File: config.mk
export PLATFORM = sky130hd
export DESIGN_NAME = asel_top
export DESIGN_NICKNAME = d
export VERILOG_FILES = /design/src/logic/asel_pkg.sv /design/src/logic/asel_top.sv
export VERILOG_INCLUDE_DIRS = /design/src /design/src/logic
export SDC_FILE = /design/constraint.sdc
export NUM_CORES = 1
export LEC_CHECK = 0
export ABC_AREA = 0
export BUFFER_PORTS_ARGS = -buffer_cell sky130_fd_sc_hd__buf_2
export CORE_MARGIN = 4
export CORE_UTILIZATION = 40
export CTS_CLUSTER_SIZE = 14
export DETAILED_ROUTE_END_ITERATION = 16
export GPL_TIMING_DRIVEN = 0
export HOLD_SLACK_MARGIN = 0.08
export PLACE_DENSITY = 0.56
export SLEW_MARGIN = 20
export SYNTH_ARGS = -nofsm -noshare
export SYNTH_HDL_FRONTEND = slang
export SYNTH_SLANG_ARGS = --single-unit
File: constraint.sdc
create_clock -name MCLK -period 3.9 [get_ports MCLK]
set_clock_uncertainty 0.2 [all_clocks]
set_input_delay 0.39 -clock MCLK [delete_from_list [all_inputs] [get_ports MCLK]]
set_output_delay 0.39 -clock MCLK [all_outputs]
set_load 0.005 [all_outputs]
File: src/logic/asel_consts.svh
// Constants for the analog source select and trip reset block
`ifndef ASEL_CONSTS_SVH
`define ASEL_CONSTS_SVH
// Register byte offsets
`define ASEL_OFF_CTRL     12'h000
`define ASEL_OFF_FUNC     12'h004
`define ASEL_OFF_ANALOG   12'h008
`define ASEL_OFF_DELAY    12'h00c
`define ASEL_OFF_STATUS   12'h010
`define ASEL_OFF_FREQ     12'h014
// Input function codes
`define ASEL_FN_ASEL      8'h10
`define ASEL_FN_TRST      8'h12
// Frequency source code for analog terminals
`define ASEL_SRC_ANALOG   8'h01
// Timing, in their own units
`define ASEL_CLK_HZ       25000000
`define ASEL_TRST_MIN_MS  12
`define ASEL_ALARM_MS     30
`define ASEL_STUCK_MS     4000
`define ASEL_OUTDLY_MS    1000
`define ASEL_KEYWIN_MS    3000
// Cycle counts; truncating integer division, exact at 25 MHz
`define ASEL_TRST_MIN_CYC ((`ASEL_CLK_HZ / 1000 * `ASEL_TRST_MIN_MS) )
`define ASEL_STUCK_CYC    ((`ASEL_CLK_HZ / 1000) * `ASEL_STUCK_MS)
`define ASEL_OUTDLY_CYC   ((`ASEL_CLK_HZ / 1000) * `ASEL_OUTDLY_MS)
`define ASEL_KEYWIN_CYC   ((`ASEL_CLK_HZ / 1000) * `ASEL_KEYWIN_MS)
// Control register field positions
`define ASEL_CTRL_TRIP    0
`define ASEL_CTRL_RUN     1
`define ASEL_CTRL_REMOTE  2
`define ASEL_CTRL_KEY     3
`endif

File: src/logic/asel_pkg.sv
// Types for the analog source select and trip reset block
package asel_pkg;
  // Reset sequencer states
  typedef enum logic [1:0] {ST_IDLE, ST_HOLD, ST_RUN} asel_rst_state_type;
  // Analog sample pair
  typedef struct packed {
    logic [11:0] volt;
    logic [11:0] curr;
  } asel_analog_type;
endpackage

File: src/logic/asel_top.sv
// Analog source select and trip reset logic with APB registers
// Function
// Select high: current input sets frequency
// Select low: voltage input sets frequency
// Analog only when source code is analog
// No select assigned: use sum of inputs
// Reset runs on trip reset on-off
// Driver holds trip reset twelve ms minimum
// Alarm clears within thirty ms of reset
// Reset cancels trip state
// Reset held: motor off, trip cleared
// Motor resumes after reset if running
// Stuck reset at powerup shows display error
// Release reset then key clears error
// Stop key resets only during alarm
// Trip reset terminal only normally open
// Powerup performs same reset sequence
// Remote attached: key only briefly after powerup
// Reset while running lets motor coast
// No delays: outputs off together immediately
// Delayed outputs stay one second longer
// Both functions assignable to six inputs
// Trip reset synchronised, filtered, edge started
`timescale 1ns/1ps
`include "asel_consts.svh"
module asel_top #(
  parameter int TRST_MIN_CYC = `ASEL_TRST_MIN_CYC,
  parameter int STUCK_CYC    = `ASEL_STUCK_CYC,
  parameter int OUTDLY_CYC   = `ASEL_OUTDLY_CYC,
  parameter int KEYWIN_CYC   = `ASEL_KEYWIN_CYC
) (
  // Clock and reset
  input  wire logic        MCLK,
  input  wire logic        RST,
  // APB slave
  input  wire logic        PSEL,
  input  wire logic        PENABLE,
  input  wire logic        PWRITE,
  input  wire logic [11:0] PADDR,
  input  wire logic [31:0] PWDATA,
  output logic [31:0]      PRDATA,
  output logic             PREADY,
  output logic             PSLVERR,
  // Terminals and keys
  input  wire logic [5:0]  INPUT_PINS,
  input  wire logic        STOP_KEY,
  input  wire logic        ANY_KEY,
  // Analog samples
  input  wire logic [11:0] VOLT_IN,
  input  wire logic [11:0] CURR_IN,
  // Drive outputs
  output logic             MOTOR_EN,
  output logic             COAST,
  output logic             ALARM,
  output logic [2:0]       LOGIC_OUT,
  output logic             DISPLAY_ERR,
  output logic [12:0]      FREQ_CMD
);
  ////////////////////////////////////////////////////////////////////////
  // Register storage
  logic [7:0]  func_q [6];          // Per-terminal function codes
  logic [7:0]  src_q;               // Frequency source parameter
  logic [2:0]  dly_en_q;            // Output OFF delay nonzero flags
  logic [2:0]  out_req_q;           // Software logic output requests
  logic        trip_q;              // Trip state
  logic        run_q;               // Run command
  logic        remote_q;            // Remote operator attached
  logic        wr_trip;             // Software trip set pulse
  logic        wr;                  // Write strobe
  // Zero-wait APB; every access completes in its access phase
  assign wr      = PSEL & PENABLE & PWRITE;
  assign PREADY  = 1'b1;
  assign PSLVERR = PSEL & PENABLE & ~addr_ok(PADDR);
  assign wr_trip = wr & (PADDR == `ASEL_OFF_CTRL) & PWDATA[`ASEL_CTRL_TRIP];

  // Mapped address check
  function automatic logic addr_ok(input logic [11:0] a);
    addr_ok = (a == `ASEL_OFF_CTRL) || (a == `ASEL_OFF_FUNC) || (a == `ASEL_OFF_ANALOG) ||
              (a == `ASEL_OFF_DELAY) || (a == `ASEL_OFF_STATUS) || (a == `ASEL_OFF_FREQ);
  endfunction

  // Terminal carries a given function code
  function automatic logic [5:0] fn_map(input logic [7:0] code, input logic [47:0] f);
    for (int i = 0; i < 6; i++) begin
      fn_map[i] = (f[i*8 +: 8] == code);
    end
  endfunction

  ////////////////////////////////////////////////////////////////////////
  // Parameter registers
  always_ff @(posedge MCLK) begin
    if (RST) begin
      for (int i = 0; i < 6; i++) begin
        func_q[i] <= 8'h00;
      end
      src_q     <= `ASEL_SRC_ANALOG;
      dly_en_q  <= 3'h0;
      out_req_q <= 3'h0;
      run_q     <= 1'b0;
      remote_q  <= 1'b0;
    end else if (wr) begin
      // Function assignment per terminal
      if (PADDR == `ASEL_OFF_FUNC) begin
        for (int i = 0; i < 6; i++) begin
          func_q[i] <= PWDATA[i*5 +: 5] == 5'h00 ? 8'h00 : {3'h0, PWDATA[i*5 +: 5]};
        end
      end
      if (PADDR == `ASEL_OFF_ANALOG) begin
        src_q <= PWDATA[7:0];
      end
      if (PADDR == `ASEL_OFF_DELAY) begin
        dly_en_q  <= PWDATA[2:0];
        out_req_q <= PWDATA[6:4];
      end
      if (PADDR == `ASEL_OFF_CTRL) begin
        run_q    <= PWDATA[`ASEL_CTRL_RUN];
        remote_q <= PWDATA[`ASEL_CTRL_REMOTE];
      end
    end
  end

  logic [47:0] func_flat;           // Flattened function table
  always_comb begin
    for (int i = 0; i < 6; i++) begin
      func_flat[i*8 +: 8] = func_q[i];
    end
  end

  ////////////////////////////////////////////////////////////////////////
  // Input synchronisers, two stages
  logic [5:0] pin_s1_q;             // First stage, read only by second
  logic [5:0] pin_s2_q;             // Stable terminal levels
  logic [1:0] key_s1_q;
  logic [1:0] key_s2_q;
  always_ff @(posedge MCLK) begin
    if (RST) begin
      pin_s1_q <= 6'h00;
      pin_s2_q <= 6'h00;
      key_s1_q <= 2'h0;
      key_s2_q <= 2'h0;
    end else begin
      pin_s1_q <= INPUT_PINS;
      pin_s2_q <= pin_s1_q;
      key_s1_q <= {ANY_KEY, STOP_KEY};
      key_s2_q <= key_s1_q;
    end
  end

  // Trip reset taken as normally open only, no inversion
  logic trst_raw;                   // Any trip reset terminal high
  logic asel_lvl;                   // Any select terminal high
  logic asel_assigned;              // Select function assigned somewhere
  assign trst_raw      = |(pin_s2_q & fn_map(`ASEL_FN_TRST, func_flat));
  assign asel_lvl      = |(pin_s2_q & fn_map(`ASEL_FN_ASEL, func_flat));
  assign asel_assigned = |fn_map(`ASEL_FN_ASEL, func_flat);

  ////////////////////////////////////////////////////////////////////////
  // Frequency command selection
  asel_pkg::asel_analog_type ana;
  assign ana = '{volt: VOLT_IN, curr: CURR_IN};
  always_ff @(posedge MCLK) begin
    if (RST) begin
      FREQ_CMD <= 13'h0000;
    // Analog path only with analog source code
    end else if (src_q != `ASEL_SRC_ANALOG) begin
      FREQ_CMD <= 13'h0000;
    // Unassigned select sums both inputs
    end else if (!asel_assigned) begin
      FREQ_CMD <= {1'b0, ana.volt} + {1'b0, ana.curr};
    // Current input while select high
    end else if (asel_lvl) begin
      FREQ_CMD <= {1'b0, ana.curr};
    // Voltage input while select low
    end else begin
      FREQ_CMD <= {1'b0, ana.volt};
    end
  end

  ////////////////////////////////////////////////////////////////////////
  // Trip reset filter and reset sequencer
  logic [22:0] filt_q;              // Qualified width counter
  logic        trst_q;              // Filtered trip reset level
  // Ignore pulses shorter than the minimum width
  always_ff @(posedge MCLK) begin
    if (RST) begin
      filt_q <= 23'h0;
      trst_q <= 1'b0;
    end else if (!trst_raw) begin
      filt_q <= 23'h0;
      trst_q <= 1'b0;
    end else if (filt_q < 23'(TRST_MIN_CYC - 1)) begin
      filt_q <= filt_q + 23'h1;
    end else begin
      trst_q <= 1'b1;
    end
  end

  asel_pkg::asel_rst_state_type st_q;
  logic key_rst;                    // Stop key reset request
  logic key_ok;                     // Stop key usable now
  logic [26:0] pwr_q;               // Cycles since powerup, saturating
  // Powerup enters the same hold as a trip reset
  always_ff @(posedge MCLK) begin
    if (RST) begin
      st_q <= asel_pkg::ST_HOLD;
    end else begin
      unique case (st_q)
        asel_pkg::ST_HOLD: begin
          // Release after on-off completes the reset
          if (!trst_q) begin
            st_q <= asel_pkg::ST_RUN;
          end
        end
        asel_pkg::ST_RUN: begin
          if (trst_q || key_rst) begin
            st_q <= asel_pkg::ST_HOLD;
          end
        end
        asel_pkg::ST_IDLE: begin
          st_q <= asel_pkg::ST_RUN;
        end
      endcase
    end
  end

  // Stop key resets only while alarm; remote window
  assign key_ok  = !remote_q || (pwr_q < 27'(KEYWIN_CYC));
  assign key_rst = key_s2_q[0] && trip_q && key_ok;

  always_ff @(posedge MCLK) begin
    if (RST) begin
      pwr_q <= 27'h0;
    end else if (pwr_q != 27'h7ffffff) begin
      pwr_q <= pwr_q + 27'h1;
    end
  end

  // Trip state cleared by reset; set wins over clear
  // Alarm falls two cycles after qualification, well inside 30 ms
  always_ff @(posedge MCLK) begin
    if (RST) begin
      trip_q <= 1'b0;
    end else if (wr_trip) begin
      trip_q <= 1'b1;
    end else if (st_q == asel_pkg::ST_HOLD || key_rst) begin
      trip_q <= 1'b0;
    end
  end
  assign ALARM = trip_q;

  ////////////////////////////////////////////////////////////////////////
  // Motor and logic outputs
  logic hold;                       // Reset hold active
  assign hold = (st_q == asel_pkg::ST_HOLD);
  // Motor off during hold; run resumes right after
  assign MOTOR_EN = !hold && run_q && !trip_q;
  // Reset hold releases motor to coast
  assign COAST    = hold;

  logic [26:0] odly_q [3];          // OFF delay timers
  // Outputs drop at once, or one second later if delayed
  always_ff @(posedge MCLK) begin
    if (RST) begin
      for (int i = 0; i < 3; i++) begin
        odly_q[i] <= 27'h0;
      end
      LOGIC_OUT <= 3'h0;
    end else begin
      for (int i = 0; i < 3; i++) begin
        if (!hold) begin
          odly_q[i]    <= 27'h0;
          LOGIC_OUT[i] <= out_req_q[i];
        end else if (dly_en_q[i] && LOGIC_OUT[i] && odly_q[i] < 27'(OUTDLY_CYC - 1)) begin
          odly_q[i] <= odly_q[i] + 27'h1;
        end else begin
          LOGIC_OUT[i] <= 1'b0;
        end
      end
    end
  end

  ////////////////////////////////////////////////////////////////////////
  // Powerup stuck reset indication
  logic [26:0] stuck_q;             // Held-at-powerup counter
  logic        early_q;             // Reset has been high since powerup
  // Stuck beyond 4 s shows display error, no trip
  // Cleared by key once trip reset released
  always_ff @(posedge MCLK) begin
    if (RST) begin
      stuck_q     <= 27'h0;
      early_q     <= 1'b1;
      DISPLAY_ERR <= 1'b0;
    end else begin
      // Only an assigned terminal seen open proves it was never stuck
      if (!trst_raw && |fn_map(`ASEL_FN_TRST, func_flat)) begin
        early_q <= 1'b0;
      end
      if (early_q && trst_raw && stuck_q < 27'(STUCK_CYC)) begin
        stuck_q <= stuck_q + 27'h1;
      end
      if (early_q && stuck_q >= 27'(STUCK_CYC - 1)) begin
        DISPLAY_ERR <= 1'b1;
      end else if (!trst_raw && key_s2_q[1]) begin
        DISPLAY_ERR <= 1'b0;
      end
    end
  end

  ////////////////////////////////////////////////////////////////////////
  // APB read mux
  always_comb begin
    PRDATA = 32'h0;
    unique case (PADDR)
      `ASEL_OFF_CTRL:   PRDATA = {28'h0, 1'b0, remote_q, run_q, 1'b0};
      `ASEL_OFF_FUNC: begin
        for (int i = 0; i < 6; i++) begin
          PRDATA[i*5 +: 5] = func_q[i][4:0];
        end
      end
      `ASEL_OFF_ANALOG: PRDATA = {24'h0, src_q};
      `ASEL_OFF_DELAY:  PRDATA = {25'h0, out_req_q, 1'b0, dly_en_q};
      `ASEL_OFF_STATUS: PRDATA = {26'h0, DISPLAY_ERR, COAST, MOTOR_EN, hold, trst_q, trip_q};
      `ASEL_OFF_FREQ:   PRDATA = {19'h0, FREQ_CMD};
      default:          PRDATA = 32'h0;
    endcase
  end
endmodule

# == After elaboration in Yosys (flattened, before gate mapping) ==
# Memories as Yosys holds them, arrays and structs flattened.
# Cells that the tools add are included.
# classes
magnitude_cmp,7
multipliers,0
n_eq_ne,26
shifts,0
reduce_logical,47
n_mux,55
n_addsub,7
bitwise,21
div_mod_pow,0
# op_table
op,count
case mux 30 bit (6 select lines),1
two-way mux 27 bit,6
"adder 27 x 1 -> 27 bit, second input constant",5
"== test 8 x 5 -> 1 bit, second input constant",12
"< comparator 27 x 25 -> 1 bit, second input constant",3
two-way mux 5 bit,12
"< comparator 27 bit, second input constant",2
two-way mux 1 bit,31
logical NOT 5 bit,6
"greater-or-equal comparator 27 bit, second input constant",1
"inequality test 27 bit, second input constant",1
"== test 12 x 4 -> 1 bit, second input constant",2
"== test 12 x 5 -> 1 bit, second input constant",2
OR reduction 6 bit,4
"adder 23 x 1 -> 23 bit, second input constant",1
"< comparator 23 x 19 -> 1 bit, second input constant",1
logical AND 1 bit,15
adder 12 x 12 -> 13 bit,1
two-way mux 13 bit,1
bitwise AND 6 bit,2
"== test 12 x 3 -> 1 bit, second input constant",1
logical NOT 12 bit,1
two-way mux 12 bit,1
bitwise OR 1 bit,12
14 further kinds,39
# totals
word_cells,186
rom_bits,0
ram_bits,111
register_bits,131
latchBits,0
n_memories,2
# memory_table
memory,words,width,rd,rd_clocked_by_memory_dff,wr,line_no,rtl
odly_q,3,27,3,0,3,asel_top.sv:260,logic [26:0] odly_q [3];
func_q,6,5,6,0,6,asel_top.sv:61,logic [7:0] func_q [6];

# == Longest topological paths before layout ==
# logic_depth
word_depth,8
mapped_depth,9

# == Worst setup path before layout ==
# OpenSTA, ideal clock, no wires.
# synth_timing
path_kind,reg-to-reg
from,mem odly_q[2][8]
to,mem odly_q[2][0] (enable)
stages_incl_launch_ff,8
setup_slack_ps,921
setup_ps,384
required_ps,3316
arrival_time_ps,2395
cell_sequence,edfxtp_1 -> or4_1 -> a311oi_1 -> o21bai_1 -> a21oi_1 -> o21ai_1 -> clkbuf_1 -> nand2_1
# synth_lines
element,line_no
start: declaration,asel_top.sv:260

==> metrics.md <==
| Metric | Value |
|---|---|
| Outcome | finished, final reports clean |
| Design Area, Final | 15,060 sq um |
| CP endpoint kind | flip-flop |
| Inserted Clock Buffers | 28 |
| Total detailed-routing wirelength | around 30,000 um |
| Endpoints failing hold | 0 |
| Area after DPL | about 13,000 sq um |
| Worst EP arrival | 3.18 ns |
| Post-route DRC | 0 |
| Chip width | 183.5 um |
| Overall Global Routing Usage | 0.1783 |
| Initial core utilization | 0.4040 |
| Setup Viol. Count Final | 0 |
| Layout area overhead | 22.18% |
| Synth top cells by count | nor2_1, dfxtp_1, edfxtp_1 |
| Pwr/cell area | ~390 nW/um^2 |
| Worst-Skew Late Latency | approximately 0.55 ns |
| Worst setup SP type | flip-flop |
| VDD IR max | 0.3156 mV |
| Number of global-route vias before repair | around 10,000 |
| Via density | approximately 5.2 |
| Vias | between 10,000 and 15,000 |
| Worst-Margin Slew | approximately 0.9 ns |
| Setup total negative slack | 0 ns |
| Worst-path clk slew | roughly 0.060 ns |
| Cells after Synth | between 1,000 and 1,500 |
| Placed Cells | between 1,500 and 2,000 |
| GRT overflow | 0 |
| Pre-CTS setup slack | between 0.15 and 0.2 ns |
| Synth Register Bits | between 200 and 250 |
| Pleak | 5.512 nW |
| Ranking of synthesized cells by area | edfxtp_1, dfxtp_1, nor2_1 |
| Post-synthesis sequential area ratio | 0.4832 |
| Wire per inst | approximately 16 um |
| Top-area cell type share of the netlist area | 0.2704 |
| Dpl hpwl | 21,900 um |
| I/O pin total | approximately 140 |
| Non-Filler Instances | 1,929 |
| Critical path class | reg2reg |
| Final nets | between 1,500 and 2,000 |
| Row Count | 64 |
| Syn Area/Cell | 9.600 sq um |
| Die Area | approximately 34,000 sq um |
| Slew HR | 0.3977 |
| Req. time, crit path | between 3 and 4 ns |
| Max FO, Critical Path | 27 |
| First-pass GRT wire length | approximately 50,000 um |
| Routed Antenna Nets | 0 |
| Hold slack | 0.1045 ns |
| EDFF count, synth | about 110 |
| Largest net degree at the start of global routing | 31 |
| Final Wtd Congestion | ~0.87 |
| Main synth FF type | dfxtp_1 |
| Post-route clock period utilization | 0.8375 |
| Netlist cell types | 80 |
| Area leader, netlist | edfxtp_1 |
| # clock sinks | about 240 |
| CTS tree | yes |
| Core area | ~31,000 sq um |
| # port buffers | between 100 and 150 |
| Synth warnings | 0 |
| Worst hold-check path type | in2reg |
| CTS H-tree lvls | 1 |
| Most common cell in the netlist | nor2_1 |
| Setup ws final | 0.6337 ns |
| CTS Buffer Depth | 3 |
| Slew Limit Fails | 0 |
| Max Cap Viol | 0 |
| Root Driver | clkbuf_16 |
| Synth async-reset ratio | 0 |
| Fmax | 0.3062 GHz |
| Synth Cell Area | about 12,000 sq um |
| Share of post-route cells with drive strength above 1 | 0.1463 |
| Chip Height | roughly 180 um |
| Post-layout min period | between 3 and 4 ns |
| First-pass iteration count of the detailed router | 5 |
| Fill cells | between 2,000 and 3,000 |
| RSZ-0062 raised after global routing | no |
| Iter 0 DRT Violations | around 600 |
| Initial antenna violation count | 2 |
## cell type report
| cell class | instances | area (sq um) | area share |
|---|---|---|---|
| Clock buffer | 38 | 842.1 | 0.05591 |
| Tap cell | 396 | 495.5 | 0.03290 |
| Inverter | 32 | 120.1 | 0.007975 |
| Multi-Input combinational cell | 964 | 6066 | 0.4028 |
| Buffer | 53 | 226.5 | 0.01504 |
| Timing Repair Buffer | 189 | 1246 | 0.08275 |
| Clock inverter | 13 | 103.9 | 0.006895 |
| Sequential cell | 242 | 5956 | 0.3954 |
| Antenna cell | 2 | 5.005 | 0.0003323 |
## cell usage in the layout (no fill, tap or decap), types with 11 or more instances in the layout
cell type,netlist,final
ha_1,18,18
xnor2_1,53,53
nand3_1,61,61
clkbuf_16,0,31
nor2b_1,26,26
dlygate4sd3_1,0,60
nand4_1,42,42
clkbuf_1,39,42
a211oi_1,16,16
and4_1,20,20
nor4_1,17,16
a21oi_1,50,50
nor3_1,21,21
inv_1,31,31
nand2_1,98,95
nor2_1,188,188
xor2_1,66,66
o31ai_1,11,11
and3_1,20,20
or4_1,13,13
dfxtp_1,131,131
buf_2,7,136
and2_1,57,57
o21ai_0,19,19
edfxtp_1,111,111
mux2i_1,27,27
## critical path: stages, from the launching register on
cell and delay, ns:
edfxtp_1 0.40, and4_1 0.19, clkbuf_1 0.21, a311oi_1 0.14, o21bai_1 0.17, a21oi_1 0.09, o21ai_1 0.50, clkbuf_1 0.44
nand2_2 0.50
## power by group
part           total (mW)  internal, mW  switching, mW
logic               0.385         0.184          0.201
registers            2.79          2.73         0.0655
clock network        2.63          1.58           1.06
## metrics by stage
step,total power [mW],util
CTS,5.886,0.4930
floorplan,3.033,-
global route,6.032,0.4936
detailed placement,3.181,0.4423
global placement,3.179,0.4423
finish,5.813,0.4936
## repair_timing
item | 4_1_cts | 5_1_grt
hold buffers | 60 | 0
hold endpoints to repair | 67 | 0
gates resized for setup | 0 | 0
buffers inserted | 0 | 0
## sequential cells by signal, summed over array words and instances, names as in the netlist, 3 cells and up
| register | cells |
|---|---|
| pin_s2_q | 6 |
| src_q | 8 |
| odly_q | 81 |
| dly_en_q | 3 |
| stuck_q | 27 |
| filt_q | 23 |
| LOGIC_OUT | 3 |
| pin_s1_q | 6 |
| func_q | 30 |
| FREQ_CMD | 13 |
| pwr_q | 27 |
| out_req_q | 3 |
## path summary, 6_finish.rpt
kind	startpoint	to	slack, ns	depth (start not counted)
min reg2reg	pin_s1_q[0]$_SDFF_PP0_	pin_s2_q[0]$_SDFF_PP0_	0.24	1
min	VOLT_IN[8]	FREQ_CMD[8]$_SDFF_PP0_	0.10	4
max reg2reg	odly_q[1][2]$_SDFFCE_PN0P_	odly_q[1][6]$_SDFFCE_PN0P_	0.63	8
max	odly_q[1][2]$_SDFFCE_PN0P_	odly_q[1][6]$_SDFFCE_PN0P_	0.63	8
## cells by family after synthesis
group           count (synthesis)  share of synthesized area
compound gates                167                    0.09389
xor+xnor                      119                    0.08455
fa+ha+maj                      19                    0.01989
buf+inv                        85                    0.02812
flops                         242                     0.4832
mux                            32                    0.02649
other cells                     2                  0.0006092
simple gates                  618                     0.2633
## layer usage
layer  track usage  share of wire  routed length (um)  up-vias
li1              -              -                   -     5078
met1        0.2443           0.47               14250     4790
met2        0.2953           0.47               14290      171
met3       0.03087          0.043                1315       46
met4       0.04350          0.018                 561        0
met5             0              0                   0        -
Note: power is estimated with default switching activity, not from simulation.
